[config.mk]
export PLATFORM = sky130hd
export DESIGN_NAME = adc_serial_ctrl
export DESIGN_NICKNAME = d
export VERILOG_FILES = /design/src/verilog/adc_sar_engine.v /design/src/verilog/adc_serial_ctrl.v
export VERILOG_INCLUDE_DIRS = /design/src /design/src/verilog
export SDC_FILE = /design/constraint.sdc
export NUM_CORES = 1
export LEC_CHECK = 0
export ABC_AREA = 1
export BUFFER_PORTS_ARGS = -buffer_cell sky130_fd_sc_hd__buf_2
export CORE_MARGIN = 2
export CORE_UTILIZATION = 44
export DETAILED_ROUTE_END_ITERATION = 8
export GPL_ROUTABILITY_DRIVEN = 0
export MAX_ROUTING_LAYER = met4
export PLACE_DENSITY_LB_ADDON = 0.08
export SETUP_SLACK_MARGIN = 0.02
export SLEW_MARGIN = 20
export SYNTH_ARGS = -nofsm -noshare
export SYNTH_HDL_FRONTEND = slang
export SYNTH_SLANG_ARGS = --single-unit
[constraint.sdc]
create_clock -name MCLK -period 1.4 [get_ports MCLK]
set_input_delay 0.14 -clock MCLK [delete_from_list [all_inputs] [get_ports MCLK]]
set_output_delay 0.14 -clock MCLK [all_outputs]
set_load 0.1 [all_outputs]
[src/verilog/adc_serial_defs.vh]
// Constants shared by the serial converter control block and its approximation engine
`ifndef ADC_SERIAL_DEFS_VH
`define ADC_SERIAL_DEFS_VH

// Conversion timing, in system clock cycles
`define ADC_CONV_CYCLES 6'd44
`define ADC_BIT_CYCLES 2'd3
`define ADC_CS_FILTER 2'd3

// Serial frame edge counts
`define ADC_ADDR_EDGES 3'd4
`define ADC_SAMPLE_EDGE 4'd4
`define ADC_DATA_EDGES 4'd9
`define ADC_LAST_EDGE 4'd10

// Result layout and reset values
`define ADC_RES_MSB 9
`define ADC_RESULT_RESET 10'h000
`define ADC_TRIAL_FIRST 10'h200
`define ADC_CODE_ALL_ONES 10'h3FF
`define ADC_CODE_ALL_ZEROS 10'h000

// Channel selector
`define ADC_CHAN_RESET 4'h0
`define ADC_SELFTEST_CHAN 4'hB

`endif
[src/verilog/adc_sar_engine.v]
// Successive approximation engine that runs one conversion over a fixed cycle count
`timescale 1ns/100ps
`include "adc_serial_defs.vh"

module adc_sar_engine (
    // Clock, reset, enable
    input wire clk,
    input wire rst,
    input wire ce,
    // Control
    input wire start,
    input wire abort,
    // Comparator, already synchronised: high when input is at or above the trial level
    input wire comp,
    // Results
    output reg [9:0] dac_code,
    output reg [9:0] code,
    output reg busy,
    output reg done
);

reg [5:0] cyc;
reg [1:0] phase;
reg [9:0] mask;
reg [9:0] kept;

always @* begin
    // Keep the trial bit only when the input reached it; this pins extremes to the rails
    kept = comp ? dac_code : (dac_code & ~mask);
end

always @(posedge clk) begin
    if (rst) begin
        dac_code <= `ADC_RESULT_RESET;
        code <= `ADC_RESULT_RESET;
        busy <= 1'b0;
        done <= 1'b0;
        cyc <= 6'd0;
        phase <= 2'd0;
        mask <= 10'h000;
    end else if (ce) begin
        done <= 1'b0;
        if (abort) begin
            busy <= 1'b0;
            mask <= 10'h000;
            dac_code <= `ADC_RESULT_RESET;
        end else if (start) begin
            busy <= 1'b1;
            cyc <= 6'd0;
            phase <= 2'd0;
            mask <= `ADC_TRIAL_FIRST;
            dac_code <= `ADC_TRIAL_FIRST;
        end else if (busy) begin
            cyc <= cyc + 6'd1;
            phase <= phase + 2'd1;
            if (mask != 10'h000 && phase == `ADC_BIT_CYCLES) begin
                mask <= mask >> 1;
                dac_code <= kept | (mask >> 1);
            end
            if (cyc == `ADC_CONV_CYCLES - 6'd1) begin
                busy <= 1'b0;
                done <= 1'b1;
                code <= dac_code;
            end
        end
    end
end

endmodule // adc_sar_engine

[src/verilog/adc_serial_ctrl.v]
// Serial control logic of a ten-bit converter with a twelve-way input selector
`timescale 1ns/100ps
`include "adc_serial_defs.vh"


module adc_serial_ctrl (
    // Clock, reset, enable
    input wire MCLK,
    input wire RST,
    input wire CE,
    // Serial control pins
    input wire CS_N,
    input wire IO_CLK,
    input wire ADDR_IN,
    // Comparator from the analog core
    input wire COMP_IN,
    // Serial data pin
    output reg DATA_OUT,
    output reg DATA_OUT_OE,
    // Analog core control
    output reg [3:0] MUX_SEL,
    output reg SAMPLE,
    output reg HOLD,
    output wire [9:0] DAC_CODE
);

localparam [3:0] ST_IDLE = 4'b0001;
localparam [3:0] ST_ARM = 4'b0010;
localparam [3:0] ST_SHIFT = 4'b0100;
localparam [3:0] ST_BUSY = 4'b1000;

reg [3:0] state;
reg cs_s1;
reg cs_s2;
reg io_s1;
reg io_s2;
reg io_d;
reg addr_s1;
reg addr_s2;
reg comp_s1;
reg comp_s2;
reg [1:0] filt;
reg [2:0] rise_cnt;
reg [3:0] fall_cnt;
reg [3:0] addr_shift;
reg [9:0] result;
reg [9:0] shift_out;
reg sar_start;
reg sar_abort;
wire io_rise;
wire io_fall;
wire [9:0] sar_code;
wire sar_busy;
wire sar_done;

// Addresses above the self-test code also land on the self-test level
function [3:0] chan_map;
    input [3:0] addr;
    begin
        chan_map = (addr > `ADC_SELFTEST_CHAN) ? `ADC_SELFTEST_CHAN : addr;
    end
endfunction

assign io_rise = io_s2 & ~io_d;
assign io_fall = ~io_s2 & io_d;

adc_sar_engine u_sar (
    .clk(MCLK),
    .rst(RST),
    .ce(CE),
    .start(sar_start),
    .abort(sar_abort),
    .comp(comp_s2),
    .dac_code(DAC_CODE),
    .code(sar_code),
    .busy(sar_busy),
    .done(sar_done)
);

always @(posedge MCLK) begin
    if (RST) begin
        state <= ST_IDLE;
        cs_s1 <= 1'b1;
        cs_s2 <= 1'b1;
        io_s1 <= 1'b0;
        io_s2 <= 1'b0;
        io_d <= 1'b0;
        addr_s1 <= 1'b0;
        addr_s2 <= 1'b0;
        comp_s1 <= 1'b0;
        comp_s2 <= 1'b0;
        filt <= 2'd0;
        rise_cnt <= 3'd0;
        fall_cnt <= 4'd0;
        addr_shift <= `ADC_CHAN_RESET;
        result <= `ADC_RESULT_RESET;
        shift_out <= `ADC_RESULT_RESET;
        sar_start <= 1'b0;
        sar_abort <= 1'b0;
        DATA_OUT <= 1'b0;
        DATA_OUT_OE <= 1'b0;
        MUX_SEL <= `ADC_CHAN_RESET;
        SAMPLE <= 1'b0;
        HOLD <= 1'b0;
    end else if (CE) begin
        // Pin synchronisers; the second stage is read, and io_d behind it as well for I/O clock edges
        cs_s1 <= CS_N;
        cs_s2 <= cs_s1;
        io_s1 <= IO_CLK;
        io_s2 <= io_s1;
        io_d <= io_s2;
        addr_s1 <= ADDR_IN;
        addr_s2 <= addr_s1;
        comp_s1 <= COMP_IN;
        comp_s2 <= comp_s1;
        sar_start <= 1'b0;
        sar_abort <= 1'b0;
        // A result landing as an abort goes out is dropped; the frame shows the old one
        if (sar_done && !sar_abort) begin
            result <= sar_code;
            HOLD <= 1'b0;
        end
        case (state)
            ST_IDLE: begin
                DATA_OUT_OE <= 1'b0;
                if (!cs_s2) begin
                    filt <= 2'd1;
                    state <= ST_ARM;
                end
            end
            ST_ARM: begin
                // Any high sample restarts the noise filter
                if (cs_s2) begin
                    state <= ST_IDLE;
                end else if (filt == `ADC_CS_FILTER - 2'd1) begin
                    state <= ST_SHIFT;
                    rise_cnt <= 3'd0;
                    fall_cnt <= 4'd0;
                    DATA_OUT_OE <= 1'b1;
                    shift_out <= sar_done ? sar_code : result;
                    DATA_OUT <= sar_done ? sar_code[`ADC_RES_MSB] : result[`ADC_RES_MSB];
                    // A done in this same cycle wins and is shown instead of aborting
                    if (sar_busy && !sar_done) begin
                        sar_abort <= 1'b1;
                        HOLD <= 1'b0;
                    end
                end else begin
                    filt <= filt + 2'd1;
                end
            end
            ST_SHIFT: begin
                if (cs_s2) begin
                    state <= ST_IDLE;
                    DATA_OUT_OE <= 1'b0;
                    SAMPLE <= 1'b0;
                end else begin
                    // Rises past the fourth carry no address and are ignored
                    if (io_rise && rise_cnt < `ADC_ADDR_EDGES) begin
                        addr_shift <= {addr_shift[2:0], addr_s2};
                        rise_cnt <= rise_cnt + 3'd1;
                    end
                    if (io_fall) begin
                        fall_cnt <= fall_cnt + 4'd1;
                        if (fall_cnt < `ADC_DATA_EDGES) begin
                            shift_out <= {shift_out[8:0], 1'b0};
                            DATA_OUT <= shift_out[`ADC_RES_MSB - 1];
                        end else begin
                            DATA_OUT <= 1'b0;
                        end
                        if (fall_cnt == `ADC_SAMPLE_EDGE - 4'd1) begin
                            MUX_SEL <= chan_map(addr_shift);
                            SAMPLE <= 1'b1;
                        end
                        // Tenth fall: close sampling, hold and start the conversion
                        if (fall_cnt == `ADC_LAST_EDGE - 4'd1) begin
                            MUX_SEL <= chan_map(addr_shift);
                            SAMPLE <= 1'b0;
                            HOLD <= 1'b1;
                            sar_start <= 1'b1;
                            state <= ST_BUSY;
                        end
                    end
                end
            end
            ST_BUSY: begin
                // I/O clock is ignored until the conversion ends
                if (cs_s2) begin
                    state <= ST_IDLE;
                    DATA_OUT_OE <= 1'b0;
                end else if (sar_done) begin
                    state <= ST_SHIFT;
                    rise_cnt <= 3'd0;
                    fall_cnt <= 4'd0;
                    shift_out <= sar_code;
                    DATA_OUT <= sar_code[`ADC_RES_MSB];
                end
            end
            default: begin
                state <= ST_IDLE;
            end
        endcase
    end
end

endmodule // adc_serial_ctrl

==> summary by stage, run 1 <==
Worst setup path
The startpoint identified for the worst register-to-register timing path is state[2]. For the worst setup path, the data required time is 1660 ps. Of all nets on the critical path, the largest fanout is 5.

STA classifies the critical path endpoint as a flop. The worst setup path is launched from a flop. By startpoint and endpoint, the worst setup path is classified as flop to flop.

For flop-to-flop paths, the worst setup slack is -140 ps. The cell count of the worst reg-to-reg path is 9. The worst register-to-register path ends at fall_cnt[0]. At the worst endpoint, the arrival time is 1790 ps.

Yosys
The post-synthesis sequential area ratio is 0.416. Counting flops and latches in the post-synthesis netlist gives 95. The xor and xnor fraction of the mapped netlist area is 0.00383. Of the total synthesized cell area, the portion taken by AND, OR, NAND and NOR gates is 0.318.

The post-synthesis async set-or-reset flop share is 0. The number of nets in the synthesized netlist is 677. The synthesized design contains 0 enable-type register cells.

Summing every instance area after synthesis gives 4570 µm². The post-synthesis average cell area is 6.90 µm². The post-synthesis compound-gate area fraction is 0.167. For this run, the leading register cell type out of synthesis is sky130_fd_sc_hd__dfxtp_1. The share of synthesized cell area in full adder, half adder and majority cells is 0.0191.

The largest family of logic cells by synthesized area is simple AND/OR/NAND/NOR gates. The count of distinct cell types in the synthesized netlist is 32. The yosys synthesis warning count is 0. The synthesized netlist cell count is 663.

The multiplexer share of the synthesized area is 0.

Layout
Leaving out fill and tap cells, the most frequent cell in the layout is sky130_fd_sc_hd__nand2_1. The area growth from synthesis to layout is 38.2%. The storage element area is 1950 µm². Summing all multi-input logic gate instances after layout gives 2780 µm². The number of antenna diodes in the final layout is 0. The count of non-filler cells in the finished layout is 909. The layout filler cell count is 915. Leaving out fill and tap cells, the most frequent cells in the layout are sky130_fd_sc_hd__nand2_1, sky130_fd_sc_hd__nor2_1, sky130_fd_sc_hd__buf_4, sky130_fd_sc_hd__dfxtp_1, sky130_fd_sc_hd__a21oi_1. The final net count is 782. In the final layout, the share of cells above drive strength 1 is 0.352.

STA
The final sum of negative setup slack is -2330 ps. The measured slew at the worst slew-check pin is 565 ps. The worst pin sits at a relative slew slack of 0.623.

Setup slack on the critical path of the routed design comes to -138 ps. Setup violations remaining at the end of the flow were counted as 27. The tightest hold path in the finished design has a slack of 16.5 ps. The number of pins with negative max-slew slack in the final report was 0.

The time the worst path needs with I/O delays and setup is 1540 ps. The maximum clock rate is 0.650 GHz. The total count of hold-check failures in the final report is 0.

Between clock sinks in the finished design, the worst skew comes to 15.3 ps. The share of the clock period used by the worst path after layout is 1.10. Setup repair after global routing could not meet its margin everywhere.

Die
The floorplan step defined a die boundary enclosing 11200 µm². The number of cell rows is 37. The die is 106 µm tall. During I/O placement, the number of pins put on the boundary was 25.

In this run the standard cell core region covers 10200 µm². From left edge to right edge, the die measures 106 µm. For this configuration, the core starts out at a cell density of 0.447.

Route
For this run, the detailed router's first-pass iteration total came to 4. Detailed routing placed a total of 460 µm of wire on met3. In the routed design, unresolved DRC markers number 0. Summing over every cut layer, the via total after detailed routing is 4708. In this run the remaining antenna-violating nets after routing total 0. After the first detailed-routing iteration, the DRC count stood at 247. The detailed router used layers up to and including met4.

The detailed-routed wire length on met2 is 5.93 mm. After detailed routing, the number of vias per cell comes to 5.18. After detailed routing, the average wire length per cell comes to 13.7 µm.

For this block, the routed nets add up to 12.4 mm of wire. The routed length on met1 is 5.90 mm.

GRT
The number of global-route vias before repair is 4422. The initial antenna violation count is 0. In the global route stage, overall resource usage came out at 0.223.

Entering global routing, the biggest net connects 42 pins. The first global-routing pass estimated 19.9 mm of wire. The total overflow left after global routing is 0.

Clock network
The clock transition at the registers of the reported paths is 100 ps. The CTS tree is yes. The number of clock sinks seen by CTS is 95. Buffers inserted during clock tree synthesis total 9. No sink is reached through more buffers than the 2 on the longest clock path. The maximum level of the CTS H-tree is 3. The clock latency on the worst-skew pair is 370 ps.

The root buffer cell chosen for the clock tree is sky130_fd_sc_hd__clkbuf_8.

Status
The run finished, with violations left. The final reports fail on setup timing.

Placed design
The HPWL after detailed placement is 8.10 mm. The number of port buffers is 24. The cell count after placement is 866.

Min path
The path class of the lowest-slack min-delay path is input port to flop. The endpoint of the worst hold path is comp_s1. The worst hold path begins at COMP_IN.

The worst hold path stage count is 3.

Power and ir drop
The power density of the placed cells is 809 nW/µm². The analysis attributes to cell leakage a power of 0.00267 µW. The worst vdd rail ir drop is 0.733 mV.

Job
Max-cap violations in this run came to 0.
where the power goes:
part / switching (µW) / total, µW / internal, µW
Sequential: 25.4 / 2760 / 2730
Clock: 993 / 1890 / 895
Combinational: 286 / 465 / 179
Total: 1300 / 5110 / 3810
per-stage QoR:
step,instance area (µm²),total power (µW),setup slack (ps),util
6_report,6320,5110,-138,0.618
5_1_grt,6320,5350,-208,0.618
3_5_place_dp,5350,3200,-195,0.523
2_1_floorplan,4600,3050,18.6,-
3_3_place_gp,5350,3190,-112,0.523
4_1_cts,5820,5120,-70.6,0.569
cells in the mapped netlist, types with 4 or more instances:
cell	instances	area share
sky130_fd_sc_hd__nand2_1	119	0.098
sky130_fd_sc_hd__nor2_1	111	0.091
sky130_fd_sc_hd__dfxtp_1	95	0.42
sky130_fd_sc_hd__a21oi_1	74	0.081
sky130_fd_sc_hd__nand3_1	57	0.062
sky130_fd_sc_hd__inv_1	53	0.043
sky130_fd_sc_hd__o21ai_0	48	0.053
sky130_fd_sc_hd__clkbuf_1	15	0.012
sky130_fd_sc_hd__nand4_1	14	0.019
sky130_fd_sc_hd__a21boi_0	11	0.018
sky130_fd_sc_hd__nor3_1	8	0.0088
sky130_fd_sc_hd__ha_1	7	0.019
sky130_fd_sc_hd__nor2_2	7	0.0096
sky130_fd_sc_hd__nand2_2	6	0.0082
sky130_fd_sc_hd__buf_2	4	0.0044
layer usage:
metal  up-vias  global-route usage
li1       2395                   -
met1      2228               0.290
met2        70               0.362
met3        15              0.0417
met4         0              0.0536
met5         -                   -
kinds of logic (layout without fill, tap and decap cells):
family	Yosys count	after routing
and+or+nand+nor	332	332
xor gates and xnor gates	2	2
AOI/OAI and AO/OA	143	143
DFF	95	95
adders and majority gates	7	7
buffers and inverters	84	194
state kept, by name (all words and copies together), names as in the netlist, 2 cells and up:
register and flops:
result 10, u_sar.code 10, u_sar.dac_code 10, u_sar.mask 10
shift_out 9, u_sar.cyc 6, MUX_SEL 4, addr_shift 4
fall_cnt 4, state 4, rise_cnt 3, filt 2
u_sar.phase 2
area by class of cell:
cell class / instances / share of cell area
inverter: 56 / 0.0344
clock buffer: 11 / 0.0224
timing repair buffer: 122 / 0.158
sequential: 95 / 0.308
clock inverter: 5 / 0.0105
tap: 136 / 0.0269
multi-input combinational: 484 / 0.440
repair_timing:
| action | CTS | global route |
|---|---|---|
| hold buffers | 3 | 0 |
| setup endpoints to repair | 51 | 69 |
| gates cloned | 0 | 4 |
| gates resized for setup | 48 | 105 |
| hold endpoints to repair | 3 | 0 |
| setup buffers | 11 | 10 |
| pin swaps | 8 | 38 |
worst max-delay path, stage by stage (launching register included):
cell and delay, ps:
sky130_fd_sc_hd__dfxtp_4 420, sky130_fd_sc_hd__nor2_4 70, sky130_fd_sc_hd__buf_4 130, sky130_fd_sc_hd__buf_4 130, sky130_fd_sc_hd__nand4_1 90, sky130_fd_sc_hd__nand2_2 90, sky130_fd_sc_hd__nor2_4 190, sky130_fd_sc_hd__nand3_2 150
sky130_fd_sc_hd__nand2_4 120, sky130_fd_sc_hd__a21oi_1 40
worst max-delay path by stage:
stage	start	endpoint	slack (ps)
after global placement	state[2]	MUX_SEL[2]	-110
after detailed placement	state[2]	MUX_SEL[2]	-190
final	state[2]	fall_cnt[0]	-140
after global routing	state[2]	shift_out[0]	-210
after floorplan	state[2]	MUX_SEL[2]	20
after CTS	state[0]	shift_out[0]	-70
Note: power is estimated with default switching activity, not from simulation.
==> inputs of run 2 (changes only) <==
ABC_AREA = default   (was 1)
CORE_UTILIZATION = 54   (was 44)
==> run 2 against run 1 <==
Net effect: cell area shrank 2.2%; clock skew shrank 7.7 ps; largest cell class unchanged; die area shrank 25%; final cell count shrank 23%; global-route usage grew 6.3 points; synthesized cell count shrank 28%; critical endpoint is now fall_cnt[3]; largest power group unchanged; sequential share of layout area grew 0.27 points; clock power shrank 3%; the run still ends with setup timing left; critical path type unchanged; sequential power is essentially flat; setup slack lost 280 ps; maximum frequency shrank 15%; hold slack lost 8.7 ps.
==> summary by stage, run 2 <==
GRT
The initial antenna violation count is 0. The first global-routing pass estimated 18.9 mm of wire. The number of global-route vias before repair is 4091. For this run, the total global-route usage over all layers was measured as 0.286.

The total grt overflow is 0. The largest net degree at the start of global routing is 42.

Power and ir drop
For this design the total switching power over the nets is 1390 µW. The power density of the placed cells is 825 nW/µm². Overall power consumption after layout is estimated at 5100 µW. Of the total power, the clock network draws 0.358. The leakage dissipation is 0.00245 µW.

The share of total power dissipated in combinational logic is 0.103. The worst vdd rail ir drop is 0.867 mV. Cell internal power was estimated by the tool at 3710 µW. Of the total power, registers draw 0.539. Of the total power, the share spent switching nets is 0.273.

STA
The maximum clock rate is 0.550 GHz. Headroom to the max-slew limit came out at 0.679. On the final layout, the worst clock skew is 7.59 ps. In the post-route analysis, the smallest setup slack over all paths is -419 ps.

The number of pins with negative max-slew slack in the final report is 0. At the pin with the least slew margin, the transition time is 481 ps. The total count of hold-check failures in the final report is 0. Setup repair after global routing could not meet its margin everywhere.

After routing, the total negative slack on setup checks comes to -17670 ps. Setup violations remaining at the end of the flow were counted as 56. The share of the clock period used by the worst path after layout is 1.30. The routed design could run at a clock period as short as 1820 ps. Across all hold checks on the routed design, the worst slack comes to 7.81 ps.

Yosys
The yosys synthesis warning count is 0. The post-synthesis async set-or-reset flop share is 0. The post-synth design cell area is 4180 µm². Yosys mapped a number of flops with a built-in enable equal to 0.

By area the synthesized netlist is led by sky130_fd_sc_hd__dfxtp_1, sky130_fd_sc_hd__mux2i_1, sky130_fd_sc_hd__nor2_1, sky130_fd_sc_hd__nand2_1, sky130_fd_sc_hd__a21oi_1. The cell taking the most area after synthesis is sky130_fd_sc_hd__dfxtp_1. The number of nets handed over by synthesis was 489. The post-synthesis sequential area ratio is 0.455. In this run, distinct cell masters in the synthesized netlist total 51. The fraction of post-synthesis cell area in the top cell type by area is 0.455. The synthesized design contains 95 register bits. In the synthesized netlist, the cells that appear most often are sky130_fd_sc_hd__dfxtp_1, sky130_fd_sc_hd__nor2_1, sky130_fd_sc_hd__nand2_1. sky130_fd_sc_hd__dfxtp_1 is the most common cell in the netlist. Each instance of the synthesized netlist takes up on average 8.80 µm². The flip-flop cell with the highest count after synthesis is sky130_fd_sc_hd__dfxtp_1.

Synthesis produced a netlist whose cell count is 475.

Min path
The worst hold path belongs to the class input port to flop.

Layout
In the final layout, the share of cells above drive strength 1 is 0.456. The layout overhead on the synthesized area is 47.9%. The most common library cell in the layout ignoring fill and taps is sky130_fd_sc_hd__buf_4. 0 antenna diodes ended up in the layout. The count of non-filler cells in the finished layout is 703. The library cells used most frequently in the layout, excluding fill and tap cells, are sky130_fd_sc_hd__buf_4, sky130_fd_sc_hd__dfxtp_1, sky130_fd_sc_hd__nor2_1, sky130_fd_sc_hd__nand2_1, sky130_fd_sc_hd__mux2i_1. Counting the fill cells in the layout gives 444. The final layout contains 610 nets.

Worst setup path
The data arrival time of the critical path is 2090 ps. Setup slack on the worst reg-to-reg path comes out at -420 ps. Of all nets on the critical path, the largest fanout is 5. The critical path capture point type is a flop. For the worst setup path, the data required time is 1670 ps.

The setup path with the least slack is of type flop to flop. STA classifies the critical path startpoint as a flop.

Clock network
The CTS root buffer is sky130_fd_sc_hd__clkbuf_8. The maximum level of the CTS H-tree is 3. The buffer levels on the longest clock path is 2. The clock net in this run drives a total of 95 sinks. TritonCTS built the clock tree.

The clock latency on the worst-skew pair is 370 ps. The number of CTS-inserted buffers is 9. After clock tree synthesis, the clock-pin slew on the worst setup and hold paths is 100 ps.

Route
The total via count after detailed routing is 4101. In the routed layout, each cell is associated on average with a via count of 5.83. The number of remaining DRC errors is 0.

The number of DRC markers after the initial detailed-route iteration is 319. Wires add up to 12.2 mm. The number of antenna-violating nets in the routed design is 0.

The routed wirelength normalized by instance count is 17.3 µm. The first-pass iteration count of the detailed router is 5.

Placed design
The cell count after placement is 658. The number of port buffers is 24. The post-placement worst setup slack is -509 ps. After legalization and detailed placement, the total HPWL measured 7.26 mm.

Die
The floorplan step defined a die boundary enclosing 8460 µm². The number of cell rows is 32. The floorplan step set the die height to 92.0 µm.

In this run the horizontal extent of the chip is 92.0 µm. 25 I/O pins were placed. The core region area is 7610 µm². The starting density of the core is 0.550.

Status
The final reports fail on setup timing. The run finished, with violations left.

Job
The number of maximum-capacitance violations is 0.
## run 2: final timing paths
| kind | from | to | cells after the start |
|---|---|---|---|
| max | state[3] | fall_cnt[3] | 6 |
| min | COMP_IN | comp_s1 | 3 |
| max reg2reg | state[3] | fall_cnt[3] | 6 |
| min reg2reg | result[3] | result[3] | 2 |
## run 2: through the flow
step	area, µm²	utilization
floorplan	4330	-
global placement	5090	0.670
detailed placement	5090	0.670
CTS	5740	0.754
global route	6180	0.813
finish	6180	0.813
## run 2: power by group through the flow
stage	Combinational, µW	Clock, µW	Sequential, µW
2_1_floorplan	217	0	2800
3_5_place_dp	373	0	2810
6_report	524	1830	2750
4_1_cts	447	1840	2750
5_1_grt	557	1950	2760
3_3_place_gp	368	0	2800
## run 2: layout make-up
cell class	count	area (µm²)	area share
multi-input cells	344	2790	0.451
flip-flops and latches	95	1920	0.311
repair buffers	135	1100	0.178
clock buffers	10	138	0.0223
well taps	102	128	0.0206
clock inverters	6	63.8	0.0103
inverters	11	41.3	0.00668
## run 2: what timing repair did
item,4_1_cts,5_1_grt
gates cloned,3,3
endpoints found under the hold margin,1,0
setup endpoints to repair,66,83
gates resized for setup,76,77
pin swaps,25,38
hold buffers,1,0
buffers inserted,12,11
## run 2: critical path, cell delays in order (launching register included)
cell,delay [ps]
sky130_fd_sc_hd__dfxtp_2,350
sky130_fd_sc_hd__or4b_4,590
sky130_fd_sc_hd__buf_8,170
sky130_fd_sc_hd__o221ai_4,200
sky130_fd_sc_hd__buf_6,150
sky130_fd_sc_hd__a21oi_1,50
sky130_fd_sc_hd__o32ai_2,220
## run 2: routing by layer
layer,vias up,routed length [µm],track usage
met5,-,0,-
met4,0,243,0.112
met3,19,358,0.0444
met2,90,6380,0.510
met1,2019,5200,0.321
li1,1973,-,-
## run 2: cell families after synthesis
kind of cell	count (synthesis)	share of synthesized area
XOR/XNOR	6	0.0126
AO/OA/AOI/OAI	108	0.185
adder cells (fa/ha/maj)	7	0.0209
buffers and inverters	40	0.0374
multiplexers	29	0.0697
AND/OR/NAND/NOR	190	0.220
flip-flops	95	0.455
